===== config.mk =====
export PLATFORM = sky130hd
export DESIGN_NAME = flm_top
export DESIGN_NICKNAME = d
export VERILOG_FILES = /design/src/hdl/flm_pkg.sv /design/src/hdl/flm_top.sv
export SDC_FILE = /design/constraint.sdc
export NUM_CORES = 1
export LEC_CHECK = 0
export BUFFER_PORTS_ARGS = -buffer_cell sky130_fd_sc_hd__buf_2
export CAP_MARGIN = 15
export CORE_ASPECT_RATIO = 1.2
export CORE_MARGIN = 4
export CORE_UTILIZATION = 30
export CTS_CLUSTER_SIZE = 20
export DETAILED_ROUTE_END_ITERATION = 6
export GPL_TIMING_DRIVEN = 0
export PLACE_DENSITY = 0.46
export SYNTH_ARGS = -nofsm -noshare
export SYNTH_HDL_FRONTEND = slang
export SYNTH_SLANG_ARGS = --single-unit

===== constraint.sdc =====
create_clock -name clk -period 6.4 [get_ports clk]
set_input_delay 0.64 -clock clk [delete_from_list [all_inputs] [get_ports clk]]
set_output_delay 0.64 -clock clk [all_outputs]
set_load 0.1 [all_outputs]

===== src/hdl/flm_pkg.sv =====
package flm_pkg;
  // command codes on the management port
  localparam logic [7:0] CMD_CLEAR_FAULTS = 8'h03;
  localparam logic [7:0] CMD_VOUT_UV_LIM = 8'h44;
  localparam logic [7:0] CMD_VOUT_UV_ACT = 8'h45;
  localparam logic [7:0] CMD_IOUT_OC_LIM = 8'h46;
  localparam logic [7:0] CMD_IOUT_OC_ACT = 8'h47;
  localparam logic [7:0] CMD_OC_LV_LIM = 8'h48;
  localparam logic [7:0] CMD_OC_LV_ACT = 8'h49;
  localparam logic [7:0] CMD_IOUT_OCW_LIM = 8'h4a;
  localparam logic [7:0] CMD_SINK_LIM = 8'h4b;
  localparam logic [7:0] CMD_SINK_ACT = 8'h4c;
  localparam logic [7:0] CMD_OT_LIM = 8'h4f;
  localparam logic [7:0] CMD_OT_ACT = 8'h50;
  localparam logic [7:0] CMD_OTW_LIM = 8'h51;
  localparam logic [7:0] CMD_UTW_LIM = 8'h52;
  localparam logic [7:0] CMD_UT_LIM = 8'h53;
  localparam logic [7:0] CMD_UT_ACT = 8'h54;
  localparam logic [7:0] CMD_STATUS_BYTE = 8'h78;
  localparam logic [7:0] CMD_STATUS_WORD = 8'h79;
  localparam logic [7:0] CMD_STATUS_VOUT = 8'h7a;
  localparam logic [7:0] CMD_STATUS_IOUT = 8'h7b;
  localparam logic [7:0] CMD_STATUS_TEMP = 8'h7d;
  // status byte bit positions
  localparam int SB_IOUT_OC = 4;
  localparam int SB_TEMP = 2;
  localparam int SB_OTHER = 0;
  // status word high byte bit positions
  localparam int SW_VOUT = 7;
  localparam int SW_IOUT = 6;
  // status vout / iout / temperature bit positions
  localparam int SV_UV_FAULT = 4;
  localparam int SI_OC_FAULT = 7;
  localparam int SI_OC_LV_FAULT = 6;
  localparam int SI_OC_WARN = 5;
  localparam int SI_UC_FAULT = 4;
  localparam int ST_OT_FAULT = 7;
  localparam int ST_OT_WARN = 6;
  localparam int ST_UT_WARN = 5;
  localparam int ST_UT_FAULT = 4;
  // reset values
  localparam logic [15:0] LIM_ZERO_RST = 16'h0000;
  localparam logic [15:0] OC_LIM_RST = 16'h7fff;
  localparam logic [15:0] OT_LIM_RST = 16'h7fff;
  localparam logic [15:0] UT_LIM_RST = 16'h8000;
  localparam logic [7:0] ACT_RST = 8'h00;
  // response action byte: bits 7:6 code, 5:3 retry, 2:0 delay
  localparam logic [1:0] ACT_IGNORE = 2'b00;
  localparam logic [1:0] ACT_CONST_CUR = 2'b01;
  localparam logic [1:0] ACT_DELAY_OFF = 2'b10;
  localparam logic [1:0] ACT_INHIBIT = 2'b11;
  // delay unit, fixed for the device
  localparam int DELAY_UNIT_US = 100;
  localparam int CLK_MHZ = 20;
  localparam int DELAY_UNIT_CYC = DELAY_UNIT_US * CLK_MHZ;
  localparam int DIV_W = 12;
endpackage


===== src/hdl/flm_top.sv =====
module flm_top (
  input wire logic clk, // core clock
  input wire logic sys_rst, // sync reset, high
  input wire logic cmd_wr, // write strobe
  input wire logic [7:0] cmd_code, // command code
  input wire logic [15:0] cmd_wdata, // write data
  output logic [15:0] cmd_rdata, // read data
  output logic cmd_ack, // command known
  input wire logic unit_en, // unit enabled
  input wire logic vout_in_reg, // output reached target
  input wire logic [15:0] meas_vout, // output voltage, vout mode
  input wire logic signed [15:0] meas_iout, // output current, sink negative
  input wire logic signed [15:0] meas_temp, // temperature
  output logic fault_alert, // fault notification
  output logic warn_alert, // warning notification
  output logic [1:0] fault_act, // action code in force
  output logic out_off, // stop energy transfer
  output logic sync_rect_off, // stop synchronous rectifier
  output logic cur_limit // constant current mode
);
  import flm_pkg::*;

  // ==========================================
  // settings
  logic [15:0] uv_lim_q, oc_lim_q, lv_lim_q, ocw_lim_q, sink_lim_q;
  logic signed [15:0] ot_lim_q, otw_lim_q, utw_lim_q, ut_lim_q;
  logic [7:0] uv_act_q, oc_act_q, lv_act_q, sink_act_q, ot_act_q, ut_act_q;
  logic uv_armed_q;

  wire clr = cmd_wr && cmd_code == CMD_CLEAR_FAULTS;
  wire wr_uv = cmd_wr && cmd_code == CMD_VOUT_UV_LIM;

  always_ff @(posedge clk) begin
    if (sys_rst) begin
      uv_lim_q <= LIM_ZERO_RST;
      lv_lim_q <= LIM_ZERO_RST;
      sink_lim_q <= LIM_ZERO_RST;
      oc_lim_q <= OC_LIM_RST;
      ocw_lim_q <= OC_LIM_RST;
      ot_lim_q <= OT_LIM_RST;
      otw_lim_q <= OT_LIM_RST;
      utw_lim_q <= UT_LIM_RST;
      ut_lim_q <= UT_LIM_RST;
      uv_act_q <= ACT_RST;
      oc_act_q <= ACT_RST;
      lv_act_q <= ACT_RST;
      sink_act_q <= ACT_RST;
      ot_act_q <= ACT_RST;
      ut_act_q <= ACT_RST;
    end else if (cmd_wr) begin
      case (cmd_code)
        CMD_VOUT_UV_LIM: uv_lim_q <= cmd_wdata;
        CMD_IOUT_OC_LIM: oc_lim_q <= cmd_wdata;
        CMD_OC_LV_LIM: lv_lim_q <= cmd_wdata;
        CMD_IOUT_OCW_LIM: ocw_lim_q <= cmd_wdata;
        CMD_SINK_LIM: sink_lim_q <= cmd_wdata;
        CMD_OT_LIM: ot_lim_q <= cmd_wdata;
        CMD_OTW_LIM: otw_lim_q <= cmd_wdata;
        CMD_UTW_LIM: utw_lim_q <= cmd_wdata;
        CMD_UT_LIM: ut_lim_q <= cmd_wdata;
        CMD_VOUT_UV_ACT: uv_act_q <= cmd_wdata[7:0];
        CMD_IOUT_OC_ACT: oc_act_q <= cmd_wdata[7:0];
        CMD_OC_LV_ACT: lv_act_q <= cmd_wdata[7:0];
        CMD_SINK_ACT: sink_act_q <= cmd_wdata[7:0];
        CMD_OT_ACT: ot_act_q <= cmd_wdata[7:0];
        CMD_UT_ACT: ut_act_q <= cmd_wdata[7:0];
        default: ;
      endcase
    end
  end

  // ==========================================
  // undervoltage arming
  always_ff @(posedge clk) begin
    if (sys_rst || !unit_en) begin
      uv_armed_q <= 1'b0;
    end else if (vout_in_reg) begin
      uv_armed_q <= 1'b1;
    end
  end

  // ==========================================
  // comparators
  wire signed [16:0] sink_neg = -$signed({1'b0, sink_lim_q});
  wire uv_det = uv_armed_q && unit_en && meas_vout < uv_lim_q;
  wire oc_over = meas_iout > $signed({1'b0, oc_lim_q[14:0]});
  wire cc_mode = oc_act_q[7:6] == ACT_CONST_CUR;
  wire lv_low = meas_vout < lv_lim_q;
  wire oc_lv_det = oc_over && cc_mode && lv_low;
  wire oc_det = oc_over && !oc_lv_det;
  wire ocw_det = meas_iout > $signed({1'b0, ocw_lim_q[14:0]});
  wire sink_det = 17'(meas_iout) < sink_neg;
  wire ot_det = meas_temp > ot_lim_q;
  wire otw_det = meas_temp > otw_lim_q;
  wire utw_det = meas_temp < utw_lim_q;
  wire ut_det = meas_temp < ut_lim_q;

  // ==========================================
  // status registers; set wins over clear
  logic [7:0] sb_q, sw_q, sv_q, si_q, st_q;
  logic [7:0] sb_set, sw_set, sv_set, si_set, st_set;

  always_comb begin
    sb_set = 8'h00;
    sw_set = 8'h00;
    sv_set = 8'h00;
    si_set = 8'h00;
    st_set = 8'h00;
    sb_set[SB_OTHER] = uv_det || ocw_det || sink_det;
    sb_set[SB_IOUT_OC] = oc_det || oc_lv_det;
    sb_set[SB_TEMP] = ot_det || otw_det || utw_det || ut_det;
    sw_set[SW_VOUT] = uv_det;
    sw_set[SW_IOUT] = oc_det || oc_lv_det || ocw_det || sink_det;
    sv_set[SV_UV_FAULT] = uv_det;
    si_set[SI_OC_FAULT] = oc_det;
    si_set[SI_OC_LV_FAULT] = oc_lv_det;
    si_set[SI_OC_WARN] = ocw_det;
    si_set[SI_UC_FAULT] = sink_det;
    st_set[ST_OT_FAULT] = ot_det;
    st_set[ST_OT_WARN] = otw_det;
    st_set[ST_UT_WARN] = utw_det;
    st_set[ST_UT_FAULT] = ut_det;
  end

  always_ff @(posedge clk) begin
    if (sys_rst) begin
      sb_q <= 8'h00;
      sw_q <= 8'h00;
      sv_q <= 8'h00;
      si_q <= 8'h00;
      st_q <= 8'h00;
    end else begin
      sb_q <= (clr ? 8'h00 : sb_q) | sb_set;
      sw_q <= (clr ? 8'h00 : sw_q) | sw_set;
      sv_q <= (clr ? 8'h00 : sv_q) | sv_set;
      si_q <= (clr ? 8'h00 : si_q) | si_set;
      st_q <= (clr ? 8'h00 : st_q) | st_set;
    end
  end

  wire any_fault = sv_q[SV_UV_FAULT] || si_q[SI_OC_FAULT] || si_q[SI_OC_LV_FAULT]
    || si_q[SI_UC_FAULT] || st_q[ST_OT_FAULT] || st_q[ST_UT_FAULT];
  wire any_warn = si_q[SI_OC_WARN] || st_q[ST_OT_WARN] || st_q[ST_UT_WARN];
  assign fault_alert = any_fault;
  assign warn_alert = any_warn;

  // ==========================================
  // response actions with delay in fixed units
  logic [7:0] act_sel;
  assign act_sel = oc_lv_det ? lv_act_q : oc_det ? oc_act_q : uv_det ? uv_act_q :
    ot_det ? ot_act_q : ut_det ? ut_act_q : sink_det ? sink_act_q : ACT_RST;
  wire sink_only = sink_det && !(oc_lv_det || oc_det || uv_det || ot_det || ut_det);

  logic [DIV_W-1:0] div_q;
  logic [2:0] dly_q;
  logic [1:0] fault_act_q;
  logic sink_q;
  wire tick = div_q == DIV_W'(DELAY_UNIT_CYC - 1);
  wire active = act_sel[7:6] != ACT_IGNORE;

  always_ff @(posedge clk) begin
    if (sys_rst) begin
      div_q <= '0;
      dly_q <= 3'd0;
      fault_act_q <= ACT_IGNORE;
      sink_q <= 1'b0;
    end else if (!active) begin
      div_q <= '0;
      dly_q <= 3'd0;
      fault_act_q <= ACT_IGNORE;
      sink_q <= 1'b0;
    end else begin
      div_q <= tick ? '0 : div_q + 1'b1;
      if (act_sel[7:6] != ACT_DELAY_OFF || dly_q >= act_sel[2:0]) begin
        fault_act_q <= act_sel[7:6];
        sink_q <= sink_only;
      end else if (tick) begin
        dly_q <= dly_q + 3'd1;
      end
    end
  end

  assign fault_act = fault_act_q;
  assign cur_limit = fault_act_q == ACT_CONST_CUR;
  assign out_off = (fault_act_q == ACT_DELAY_OFF || fault_act_q == ACT_INHIBIT) && !sink_q;
  assign sync_rect_off = fault_act_q == ACT_INHIBIT && sink_q;

  // ==========================================
  // read back
  always_comb begin
    cmd_ack = 1'b1;
    case (cmd_code)
      CMD_VOUT_UV_LIM: cmd_rdata = uv_lim_q;
      CMD_IOUT_OC_LIM: cmd_rdata = oc_lim_q;
      CMD_OC_LV_LIM: cmd_rdata = lv_lim_q;
      CMD_IOUT_OCW_LIM: cmd_rdata = ocw_lim_q;
      CMD_SINK_LIM: cmd_rdata = sink_lim_q;
      CMD_OT_LIM: cmd_rdata = ot_lim_q;
      CMD_OTW_LIM: cmd_rdata = otw_lim_q;
      CMD_UTW_LIM: cmd_rdata = utw_lim_q;
      CMD_UT_LIM: cmd_rdata = ut_lim_q;
      CMD_VOUT_UV_ACT: cmd_rdata = {8'h00, uv_act_q};
      CMD_IOUT_OC_ACT: cmd_rdata = {8'h00, oc_act_q};
      CMD_OC_LV_ACT: cmd_rdata = {8'h00, lv_act_q};
      CMD_SINK_ACT: cmd_rdata = {8'h00, sink_act_q};
      CMD_OT_ACT: cmd_rdata = {8'h00, ot_act_q};
      CMD_UT_ACT: cmd_rdata = {8'h00, ut_act_q};
      CMD_STATUS_BYTE: cmd_rdata = {8'h00, sb_q};
      CMD_STATUS_WORD: cmd_rdata = {sw_q, sb_q};
      CMD_STATUS_VOUT: cmd_rdata = {8'h00, sv_q};
      CMD_STATUS_IOUT: cmd_rdata = {8'h00, si_q};
      CMD_STATUS_TEMP: cmd_rdata = {8'h00, st_q};
      CMD_CLEAR_FAULTS: cmd_rdata = 16'h0000;
      default: begin
        cmd_rdata = 16'h0000;
        cmd_ack = 1'b0;
      end
    endcase
  end

  // ==========================================
  // checks
  property p_uv_masked;
    @(posedge clk) disable iff (sys_rst) !unit_en |=> !sv_set[SV_UV_FAULT];
  endproperty
  a_uv_masked: assert property (p_uv_masked) else $error("uv set while disabled");

  property p_uv_rst;
    @(posedge clk) $fell(sys_rst) |-> uv_lim_q == 16'h0000 && lv_lim_q == 16'h0000;
  endproperty
  a_uv_rst: assert property (p_uv_rst) else $error("voltage limits not zero");

  property p_uv_status;
    @(posedge clk) disable iff (sys_rst)
      uv_det |=> sv_q[SV_UV_FAULT] && sw_q[SW_VOUT] && sb_q[SB_OTHER] && fault_alert;
  endproperty
  a_uv_status: assert property (p_uv_status) else $error("uv status missing");

  property p_oc_status;
    @(posedge clk) disable iff (sys_rst)
      (meas_iout > $signed({1'b0, oc_lim_q[14:0]})) |=> sb_q[SB_IOUT_OC] && sw_q[SW_IOUT];
  endproperty
  a_oc_status: assert property (p_oc_status) else $error("oc status missing");

  property p_oc_lv;
    @(posedge clk) disable iff (sys_rst)
      oc_over && cc_mode && lv_low |=> si_q[SI_OC_LV_FAULT];
  endproperty
  a_oc_lv: assert property (p_oc_lv) else $error("oc lv bit missing");

  property p_ocw;
    @(posedge clk) disable iff (sys_rst) ocw_det |=> si_q[SI_OC_WARN] && warn_alert;
  endproperty
  a_ocw: assert property (p_ocw) else $error("oc warning missing");

  property p_sink;
    @(posedge clk) disable iff (sys_rst)
      (-17'(meas_iout) > $signed({1'b0, sink_lim_q})) |=> si_q[SI_UC_FAULT];
  endproperty
  a_sink: assert property (p_sink) else $error("sink fault missing");

  property p_sink_inhibit;
    @(posedge clk) disable iff (sys_rst)
      sink_only && sink_act_q[7:6] == ACT_INHIBIT |=> sync_rect_off && !out_off;
  endproperty
  a_sink_inhibit: assert property (p_sink_inhibit) else $error("sink turned off output");

  property p_temp;
    @(posedge clk) disable iff (sys_rst)
      meas_temp > ot_lim_q |=> st_q[ST_OT_FAULT] && sb_q[SB_TEMP];
  endproperty
  a_temp: assert property (p_temp) else $error("ot status missing");

  property p_clear;
    @(posedge clk) disable iff (sys_rst)
      clr && si_set == 8'h00 && !oc_over |=> si_q == 8'h00;
  endproperty
  a_clear: assert property (p_clear) else $error("clear failed");
endmodule


==> out/metrics.cfg <==
[run_status]
status = complete, no violations

[floorplanning]
fp.dieW_um = 201
core_mm2 = 0.0440
start_util_pct = 30.5
io_pins = 101
die_height_um = 240
design.die.area_mm2 = 0.0482
fp-row-count = 84

[grt]
grt.met1_usage_pct = 30.1
grt_usage_pct = 23.5
gr-max-usage-layer = met2
use_met3_pct = 2.18
grt_pass1_wl_um = 85900
grt_pass1_vias = 13200
grt_max_degree = 13
antenna_found_initial = 0
overflow = 0
met2_usage_pct = 40.1

[synthesis]
synthCells = 1721
ys.flop_type = dfxtp_1
synth_edf_count = 0
synth_area_mm2 = 0.0134
syn_nets = 1942
synth_warnings = 0
synth.avg_cell_area_um2 = 7.81
synth.area.top_cells = dfxtp_1, ha_1, nand2_1
synth_seq_cells = 225
async_reset_ff_share_pct = 0
yosys-top-cells-count = nand2_1, dfxtp_1, a21oi_1
synth.most_common_cell = nand2_1
post_synth_num_cell_types = 64
synth_top_area_cell = dfxtp_1
ys_seq_area_share_pct = 33.5
synth_top_cell_area_share_pct = 33.5

[sta]
clock_skew_ns = 0.0134
rsz0062_at_grt = false
max-slew-margin-rel_pct = 17.4
final_hold_viol_count = 0
period_share_pct = 93.7
final-max-slew-violation-count = 0
tns_ns = 0
setup_viol = 0
fmax_mhz = 167
worst_pin_slew_ns = 1.23
fin_crit_ns = 6.00

[setup_path]
crit_type = flip-flop to flip-flop
critPathLaunchType = flip-flop
critPathMaxFanout = 6
endpoint_kind = flip-flop
critPathArrivalTime_ns = 6.47
crit_required_ns = 6.88
critical_path.most_common_cell = nor2_1
crit_path_top_delay_cell = or4_1
cp_slowest_stage_delay_ns = 0.52
cp_cell_sequence = nor2_1 > nand2_1 > nor2_1 > nand2_1 > or4_1 > nor2_1 > xor2_1 > ha_1 > nand4_1 > or3_1 > a21oi_1 > a2bb2oi_4 > nor2_1 > a221o_1 > o21ai_0 > o21ai_1 > a222oi_1 > ha_1 > a21o_1 > a21oi_1 > and2_1 > o221ai_2 > or3_1 > a21oi_1

[clock_network]
cts-root-buf = clkbuf_16
worstSkewPairLatency_ns = 0.55
postCtsSetupRepairBufs = 0
clockBufferDepth = 3
cts_buffers = 27
cts_tree = done
clock-sinks = 225
clk_pin_slew_ns = 0.06
cts_max_level = 1

[placement]
hpwl_um = 46700
place_congestion = 0.959
dp_cells = 2372
io_buffers = 92

[finish]
finalNonFillerCells = 2421
nNetsFinal = 2063
drive_gt1_share_pct = 8.54
syn_to_final_growth_pct = 15.7
insertedDiodeCount = 0

[pwr]
peakVddDrop_mv = 0.187
swShare_pct = 27.1
pwr-share-seq_pct = 42.2
clkPwrFrac_pct = 47.5
intPower_uw = 2450
switchingPower_uw = 912
p_per_area_mw_per_mm2 = 216
p_comb_share_pct = 10.3
p_leak_uw = 0.00646

[route]
drc = 0
routed-via-count = 13600
detail-route-antenna-nets = 0
viasPerCell = 5.61
firstDrtPassIters = 7
wire_per_inst_um = 24.2
wirelength_um = 58700
drtIter0Drc = 1231

[job]
drv_cap = 0

[min_path]
min_path_type = input port to flip-flop

state kept, by name, indices dropped and copies added, names as in the netlist, 2 cells and up:
register	cells
lv_lim_q	16
oc_lim_q	16
ocw_lim_q	16
ot_lim_q	16
otw_lim_q	16
sink_lim_q	16
ut_lim_q	16
utw_lim_q	16
uv_lim_q	16
div_q	12
lv_act_q	8
oc_act_q	8
ot_act_q	8
sink_act_q	8
ut_act_q	8
uv_act_q	8
si_q	4
st_q	4
dly_q	3
sb_q	3
fault_act	2
sw_q	2
logic make-up after synthesis:
family / after synthesis / share of synthesized area (%)
xor+xnor: 23 / 1.50
flops: 225 / 33.5
buf+inv: 236 / 6.65
fa+ha+maj: 144 / 13.4
simple gates: 636 / 21.4
compound gates: 423 / 21.0
mux: 34 / 2.54
stage by stage:
| stage | area, um2 | hold slack (ns) | total power [uW] | util [%] | setup WS (ns) |
|---|---|---|---|---|---|
| final | 15500 | 0.320 | 3360 | 35.3 | 0.401 |
| after global routing | 15500 | 0.327 | 3460 | 35.3 | 0.0500 |
| after CTS | 15500 | 0.307 | 3380 | 35.2 | 0.327 |
| after detailed placement | 14600 | 0.447 | 1790 | 33.2 | 0.355 |
| after global placement | 14600 | 0.441 | 1790 | 33.1 | 0.419 |
| after floorplan | 13400 | 0.432 | 1640 | - | 1.57 |
power groups by stage:
stage | Combinational [uW] | Clock (uW) | Sequential (uW)
finish | 348 | 1600 | 1420
global route | 377 | 1660 | 1420
CTS | 345 | 1610 | 1420
detailed placement | 343 | 0 | 1450
global placement | 338 | 0 | 1450
floorplan | 192 | 0 | 1450
layer usage:
metal	vias to the layer above	routed length (um)
met5	-	0
li1	6377	-
met3	127	3110
met1	6564	24900
met2	524	27500
met4	0	3120
final timing paths:
kind / endpoint / slack [ns] / cells past startpoint / startpoint
worst min register to register: ut_lim_q[2] / 0.45 / 2 / ut_lim_q[2]
worst min-delay path: uv_armed_q / 0.32 / 2 / vout_in_reg
worst max-delay path: dly_q[2] / 0.40 / 24 / sink_lim_q[2]
worst max register to register: dly_q[2] / 0.40 / 24 / sink_lim_q[2]
layout by cell type (no fill, tap or decap), types with 9 or more instances in the layout:
cell type	Yosys	final
nand2_1	331	331
dfxtp_1	225	225
a21oi_1	182	182
ha_1	144	144
inv_1	136	136
nand3_1	114	114
clkbuf_1	90	92
buf_2	0	92
nor2_1	65	65
o211ai_1	37	37
mux2i_1	33	33
a22oi_1	32	32
o21ai_0	29	29
clkbuf_16	0	27
nand4_1	26	26
a21o_1	23	23
a222oi_1	21	21
nor2b_1	18	18
nor3_1	18	17
xor2_1	14	14
a221oi_1	13	13
a211oi_1	12	12
nand2b_1	12	12
a221o_1	11	11
nor4_1	10	10
o21a_1	10	10
xnor2_1	9	9
final cells by class:
cell class / count / area [um2]
clock buffer: 37 / 793
inverter: 137 / 514
buffer: 99 / 379
timing repair buffer: 92 / 460
multi-input combinational: 1260 / 8070
clock inverter: 12 / 119
sequential: 225 / 4500
fill: 4657 / 28500
tap: 559 / 699
critical path, delay by kind of cell (launching register included):
| family | cells | cell delay, ns |
|---|---|---|
| AND/OR/NAND/NOR | 11 | 2.64 |
| adder cells (fa/ha/maj) | 2 | 0.63 |
| flip-flops | 1 | 0.40 |
| AO/OA/AOI/OAI | 10 | 2.15 |
| XOR/XNOR | 1 | 0.09 |
repair_timing:
| item | 4_1_cts | 5_1_grt |
|---|---|---|
| hold buffers | 0 | 0 |
| hold endpoints to repair | 0 | 0 |
| setup endpoints to repair | 0 | 1 |
| resized for setup | 0 | 2 |
No activity file was read; power rests on OpenSTA's default activity.
